File: src/meter_regs_pkg.sv
package meter_regs_pkg;
    // Register map and access widths
    localparam int        ADDR_W          = 12;
    localparam int        DATA_W          = 8;
    localparam logic [11:0] STATUS_OFFSET = 12'h000;
    localparam logic [11:0] MODE0_OFFSET  = 12'h001;
    localparam logic [11:0] VIRT_BASE     = 12'h800;
    localparam logic [11:0] FW_VER_OFFSET = 12'hC00;
    localparam logic [11:0] TEMP_OFFSET   = 12'hC01;

    // Global status field positions
    localparam int STAT_CRYSTAL_FAIL_BIT = 6;
    localparam int STAT_POR_BIT          = 5;
    localparam int STAT_WDT_BIT          = 4;
    localparam int STAT_PHASE_SEQ_BIT    = 2;
    localparam int STAT_PULSE_TWO_BIT    = 1;
    localparam int STAT_PULSE_ONE_BIT    = 0;

    // Operating mode zero field positions
    localparam int MODE_EXT_CLK_BIT      = 4;
    localparam int MODE_RESTART_BIT      = 3;
    localparam int MODE_DSP_DISABLE_BIT  = 2;
    localparam int MODE_LOW_POWER_BIT    = 1;

    // Reset values and writable masks
    localparam logic [7:0] STATUS_RESET  = 8'h00;
    localparam logic [7:0] MODE0_RESET   = 8'h00;
    localparam logic [7:0] MODE0_WR_MASK = 8'h1E;

    // Software restart sequencer states
    typedef enum logic [1:0] {
        RESTART_IDLE  = 2'b01,
        RESTART_PULSE = 2'b10
    } restart_state_t;
endpackage : meter_regs_pkg

File: src/metering_global_status_mode_regs.sv
`timescale 1ns/1ps
// How it works
// - Writes to the computed-result region are ignored; it is read-only.
// - Status bit 6 shows crystal failure, core running on ring oscillator.
// - Status bit 5 shows the last reset came from power-on detection.
// - Status bit 4 shows the last reset came from watchdog expiry.
// - Status bit 2 is 0 for A-B-C order, 1 for A-C-B.
// - Phase order only means something when all three voltages exist.
// - Status bit 1 is 1 when second pulse quantity is negative.
// - Status bit 0 is 1 when first pulse quantity is negative.
// - Mode bit 4 disables crystal and uses crystal pin as clock input.
// - Mode bit 3 restarts firmware from its reset vector.
// - Software restart leaves hardware peripherals and registers untouched.
// - The restart bit clears itself once the restart has been issued.
// - Mode bit 2 stops signal processing; supervisory work continues.
// - Mode bit 1 moves core clock to the nominal 1MHz ring oscillator.
module metering_global_status_mode_regs
    import meter_regs_pkg::*;
(
    input  wire logic              ref_clk_i,
    input  wire logic              reset_i,
    input  wire logic [ADDR_W-1:0] reg_addr_i,
    input  wire logic              reg_wr_i,
    input  wire logic [DATA_W-1:0] reg_wdata_i,
    input  wire logic              reg_rd_i,
    output logic      [DATA_W-1:0] reg_rdata_o,
    output logic                   reg_rvalid_o,
    input  wire logic              crystal_failed_i,
    input  wire logic              por_cause_i,
    input  wire logic              wdt_cause_i,
    input  wire logic              all_three_voltages_i,
    input  wire logic              phase_sequence_reversed_i,
    input  wire logic              pulse_out_one_reverse_i,
    input  wire logic              pulse_out_two_reverse_i,
    input  wire logic [DATA_W-1:0] firmware_version_value_i,
    input  wire logic [DATA_W-1:0] raw_die_temperature_i,
    output logic                   external_clock_select_o,
    output logic                   software_restart_o,
    output logic                   signal_processing_disable_o,
    output logic                   low_power_clock_select_o
);
    logic           released_q;
    logic [3:0]     live_q;
    logic [7:0]     mode_q;
    logic [7:0]     mode_d;
    restart_state_t state_q;
    restart_state_t state_d;
    logic           por_flag;
    logic           wdt_flag;
    logic [7:0]     status_word;
    logic [7:0]     read_mux;
    logic           wr_status;
    logic           wr_mode;
    logic           capture;

    // Address decode; anything at or above the virtual base is read-only
    // virtual region read-only
    assign wr_status = reg_wr_i && (reg_addr_i == STATUS_OFFSET);
    assign wr_mode   = reg_wr_i && (reg_addr_i == MODE0_OFFSET);
    // Reset cause straps are caught on the first edge after release
    assign capture   = !released_q;

    // Release marker, so the cause inputs never feed an async reset path
    always_ff @(posedge ref_clk_i or posedge reset_i) begin
        if (reset_i) begin
            released_q <= 1'b0;
        end else begin
            released_q <= 1'b1;
        end
    end

    sticky_flag u_por_flag (
        .ref_clk_i (ref_clk_i),
        .reset_i   (reset_i),
        .set_i     (capture && por_cause_i),
        .clear_i   (wr_status && !reg_wdata_i[STAT_POR_BIT]),
        .flag_o    (por_flag)
    );

    sticky_flag u_wdt_flag (
        .ref_clk_i (ref_clk_i),
        .reset_i   (reset_i),
        .set_i     (capture && wdt_cause_i),
        .clear_i   (wr_status && !reg_wdata_i[STAT_WDT_BIT]),
        .flag_o    (wdt_flag)
    );

    // Live status levels are registered once; they are not host-writable
    // crystal fail level
    always_ff @(posedge ref_clk_i or posedge reset_i) begin
        if (reset_i) begin
            live_q <= 4'h0;
        end else begin
            live_q <= {crystal_failed_i,
                       phase_sequence_reversed_i && all_three_voltages_i,
                       pulse_out_two_reverse_i,
                       pulse_out_one_reverse_i};
        end
    end

    // Status image; reserved bits 7 and 3 are held at zero
    // phase order bit
    always_comb begin
        status_word                        = STATUS_RESET;
        status_word[STAT_CRYSTAL_FAIL_BIT] = live_q[3];
        status_word[STAT_POR_BIT]          = por_flag;
        status_word[STAT_WDT_BIT]          = wdt_flag;
        status_word[STAT_PHASE_SEQ_BIT]    = live_q[2];
        status_word[STAT_PULSE_TWO_BIT]    = live_q[1];
        status_word[STAT_PULSE_ONE_BIT]    = live_q[0];
    end

    // Read selection; unmapped addresses read as zero
    assign read_mux =
        (reg_addr_i == STATUS_OFFSET) ? status_word :
        (reg_addr_i == MODE0_OFFSET)  ? mode_q :
        (reg_addr_i == FW_VER_OFFSET) ? firmware_version_value_i :
        (reg_addr_i == TEMP_OFFSET)   ? raw_die_temperature_i : 8'h00;

    // Mode next value; a fresh write of the restart bit beats the self-clear
    // reserved bits masked
    always_comb begin
        mode_d = mode_q;
        if (state_q == RESTART_PULSE) begin
            mode_d[MODE_RESTART_BIT] = 1'b0;
        end
        if (wr_mode) begin
            mode_d = reg_wdata_i & MODE0_WR_MASK;
        end
    end

    // Restart sequencer: one pulse per request, nothing else is reset
    // restart request pulse
    always_comb begin
        state_d = RESTART_IDLE;
        case (state_q)
            RESTART_IDLE: begin
                if (mode_q[MODE_RESTART_BIT]) begin
                    state_d = RESTART_PULSE;
                end
            end
            RESTART_PULSE: state_d = RESTART_IDLE;
            default:       state_d = RESTART_IDLE;
        endcase
    end

    always_ff @(posedge ref_clk_i or posedge reset_i) begin
        if (reset_i) begin
            mode_q  <= MODE0_RESET;
            state_q <= RESTART_IDLE;
        end else begin
            mode_q  <= mode_d;
            state_q <= state_d;
        end
    end

    // Outputs straight from flops, following the mode register
    // external clock select
    always_ff @(posedge ref_clk_i or posedge reset_i) begin
        if (reset_i) begin
            external_clock_select_o     <= 1'b0;
            signal_processing_disable_o <= 1'b0;
            low_power_clock_select_o    <= 1'b0;
            software_restart_o          <= 1'b0;
            reg_rdata_o                 <= 8'h00;
            reg_rvalid_o                <= 1'b0;
        end else begin
            external_clock_select_o     <= mode_d[MODE_EXT_CLK_BIT];
            signal_processing_disable_o <= mode_d[MODE_DSP_DISABLE_BIT];
            low_power_clock_select_o    <= mode_d[MODE_LOW_POWER_BIT];
            software_restart_o          <= (state_d == RESTART_PULSE);
            reg_rdata_o                 <= reg_rd_i ? read_mux : 8'h00;
            reg_rvalid_o                <= reg_rd_i;
        end
    end
endmodule : metering_global_status_mode_regs

File: src/sticky_flag.sv
`timescale 1ns/1ps
// Sticky flag: hardware set wins over a clear in the same cycle
module sticky_flag (
    input  wire logic ref_clk_i,
    input  wire logic reset_i,
    input  wire logic set_i,
    input  wire logic clear_i,
    output logic      flag_o
);
    logic flag_d;

    // Set has priority so no event is lost during a host clear
    assign flag_d = set_i ? 1'b1 : (clear_i ? 1'b0 : flag_o);

    always_ff @(posedge ref_clk_i or posedge reset_i) begin
        if (reset_i) begin
            flag_o <= 1'b0;
        end else begin
            flag_o <= flag_d;
        end
    end
endmodule : sticky_flag

File: config.mk
export PLATFORM = sky130hd
export DESIGN_NAME = metering_global_status_mode_regs
export DESIGN_NICKNAME = d
export VERILOG_FILES = /design/src/meter_regs_pkg.sv /design/src/metering_global_status_mode_regs.sv /design/src/sticky_flag.sv
export SDC_FILE = /design/constraint.sdc
export NUM_CORES = 1
export LEC_CHECK = 0
export ABC_AREA = 1
export BUFFER_PORTS_ARGS = -buffer_cell sky130_fd_sc_hd__buf_2
export CAP_MARGIN = 5
export CORE_MARGIN = 5
export CORE_UTILIZATION = 48
export DETAILED_ROUTE_END_ITERATION = 7
export HOLD_SLACK_MARGIN = 0.15
export PLACE_DENSITY = 0.95
export SYNTH_ARGS = -nofsm -noshare
export SYNTH_HDL_FRONTEND = slang
export SYNTH_SLANG_ARGS = --single-unit
export TNS_END_PERCENT = 20
File: constraint.sdc
create_clock -name ref_clk_i -period 1.3 [get_ports ref_clk_i]
set_clock_uncertainty 0.05 [all_clocks]
set_input_delay 0.195 -clock ref_clk_i [delete_from_list [all_inputs] [get_ports ref_clk_i]]
set_output_delay 0.195 -clock ref_clk_i [all_outputs]
set_load 0.01 [all_outputs]
==> results.cfg <==
[final_layout]
drive_gt1_share_pct = 32.76
diodes = 0
fin_nets = 280
finalInstanceArea_um2 = 1718
syn_to_final_growth_pct = 47.95

[die]
ios = 60
start_util_pct = 51.50
rows = 17
core_area_um2 = 2255
die_area_um2 = 3503
fp.dieH_um = 59.19
chipWidth_um = 59.19

[global_routing]
track_usage_pct = 18.65
antenna_found_initial = 0
grt_pass1_vias = 1248
grt_pass1_wl_um = 5071
grt_overflow = 0
grt_max_degree = 23

[outcome]
status = completed

[worst_setup_path]
crit_family = flip-flops
path_class = flip-flop to primary output
crit_chain = buf_2
slowest_stage = dfrtp_1
startpoint = software_restart_o$_DFF_PP0_
crit_required_ps = 1050
worst_setup_path_end_kind = primary output
cp_slowest_stage_delay_ps = 410
cp-start-kind = flip-flop
critPathArrivalTime_ps = 850
critPathMaxFanout = 3
critPathBufInv = 1
reg2reg_from = state_q[0]$_DFF_PP1_

[clocking]
h-tree-depth = 1
clock-sinks = 22
clk_pin_slew_ps = 120
cts_root_buf = clkbuf_4
cts_tree = done
clk_latency_ps = 290
ctsResizeCount = 0
numCtsBuffers = 3
cts_buffer_depth = 2

[yosys]
yosysTopAreaCell = dfrtp_1
netlist_top_cells_count = nand2_1 (35), inv_1 (27), nand3_1 (24)
synth_cell_types = 21
syn_inst = 154
synth-compound-area-share_pct = 2.802
synth_simple_gate_area_share_pct = 37.93
synth_top_family_by_area = simple AND/OR/NAND/NOR gates
yosysMostFrequentCell = nand2_1
synthDominantCellAreaShare_pct = 45.26
synth.ff_latch_count = 22
synthMuxAreaShare_pct = 0
syn_area_per_cell_um2 = 7.540
syn_area_um2 = 1161
synth_top_flop_cell = dfrtp_1
ys_seq_area_share_pct = 47.52
synth_xor_area_share_pct = 0
yosysWarnings = 0
synth_edf_count = 0
synthArstFlopShare_pct = 100.0
synthAdderAreaFrac_pct = 0
synth.area.top_cells = dfrtp_1 (45%), nand2_1 (11%), nand3_1 (10%)
syn-num-nets = 201

[power_and_ir_drop]
power.switching_mw = 0.2743
p_sw_share_pct = 19.88
vdd_drop_max_mv = 1.296
combPwrFrac_pct = 12.8
leakage_nw = 1.022
p_int_mw = 1.106
clkPwrFrac_pct = 36.6
power_frac_seq_pct = 50.5
power.density_nw_per_um2 = 803.4

[timing]
fin_crit_ps = 1099
fin_hold_ws_ps = 171.7
hold_viol_final = 0
period_share_pct = 84.56
final_max_slew_viol_count = 0
setup_tns_ps = 0
max_clock_freq_ghz = 0.9097
rsz0062_at_grt = false
finalSetupViolations = 0

[route]
drtIter0Drc = 31
wl_per_cell_um = 11.38
post_drt_via_cell_ratio = 4.662
vias = 1212
drt_first_pass_iters = 4
routed_wl_um = 2958
antenna_left = 0
drc_errors = 0

[hold_path]
hold_class = primary input to flip-flop
hp-start = raw_die_temperature_i[3]

[flow_run]
cap_violations = 0

[placed_design]
gp_congestion = 0.9103
place_hpwl_um = 2237
portBuffers = 56
place_area_um2 = 1495
==> layer usage <==
| layer | GRT usage, % | wire length (um) | vias up |
|---|---|---|---|
| li1 | - | - | 622 |
| met1 | 21.86 | 1107 | 536 |
| met2 | 33.39 | 1584 | 50 |
| met3 | 3.922 | 221 | 4 |
| met4 | 6.149 | 44 | 0 |
| met5 | 0 | 0 | - |
==> path summary, 6_finish.rpt <==
check	endpoint	slack [ps]	cells after the start
min reg2reg	software_restart_o$_DFF_PP0_	430	1
max	software_restart_o	200	1
max in group asynchronous	state_q[0]$_DFF_PP1_	530	4
max reg2reg	state_q[0]$_DFF_PP1_	330	3
min	reg_rdata_o[3]$_DFF_PP0_	170	5
min in group asynchronous	reg_rdata_o[4]$_DFF_PP0_	400	4
==> final cells by class <==
class	instances	area, um2
Sequential cell	22	551.8
Clock inverter	1	30.03
Fill cell	178	536.8
Clock buffer	3	22.52
Tap cell	28	35.03
Inverter	29	108.9
Multi-Input combinational cell	100	476.7
Timing Repair Buffer	77	493.0
==> stage by stage <==
stage                     cells  total power, mW  worst slack (ps)  utilization, %
after floorplan             154           0.7642             222.1               -
after global placement      239           0.8429             47.23           66.32
after detailed placement    239           0.8469             4.113           66.32
after CTS                   260            1.386             193.2           76.19
after global routing        260            1.445             146.5           76.19
final                       260            1.380             200.7           76.19
==> cell usage in the layout (no fill, tap or decap), types with 4 or more instances in the layout <==
cell / count
buf_2: 56
dfrtp_1: 21
dlygate4sd3_1: 17
inv_1: 27
nand2_1: 35
nand3_1: 24
nor2_1: 19
nor2_2: 4
==> power by group through the flow <==
stage | Clock, mW | Combinational, mW | Sequential [mW]
global route | 0.546 | 0.200 | 0.699
detailed placement | 0 | 0.136 | 0.711
global placement | 0 | 0.133 | 0.710
CTS | 0.512 | 0.176 | 0.698
floorplan | 0 | 0.0529 | 0.711
finish | 0.506 | 0.177 | 0.698
==> sequential cells by signal (all words and copies together), names as in the netlist <==
name and count:
u_wdt_flag.flag_o 1, released_q 1, mode_q 4, reg_rvalid_o 1, software_restart_o 1, live_q 4
u_por_flag.flag_o 1, state_q 1, reg_rdata_o 8
==> timing repair <==
item                                   CTS  global route
buffers inserted                         0             0
endpoints found under the hold margin   38             0
hold buffers                            17             0
setup endpoints to repair                0             0
==> kinds of logic after synthesis <==
kind of cell    Yosys count
other cells               1
buf+inv                  32
simple gates             93
flops                    22
compound gates            6
Note: power is estimated with default switching activity, not from simulation.
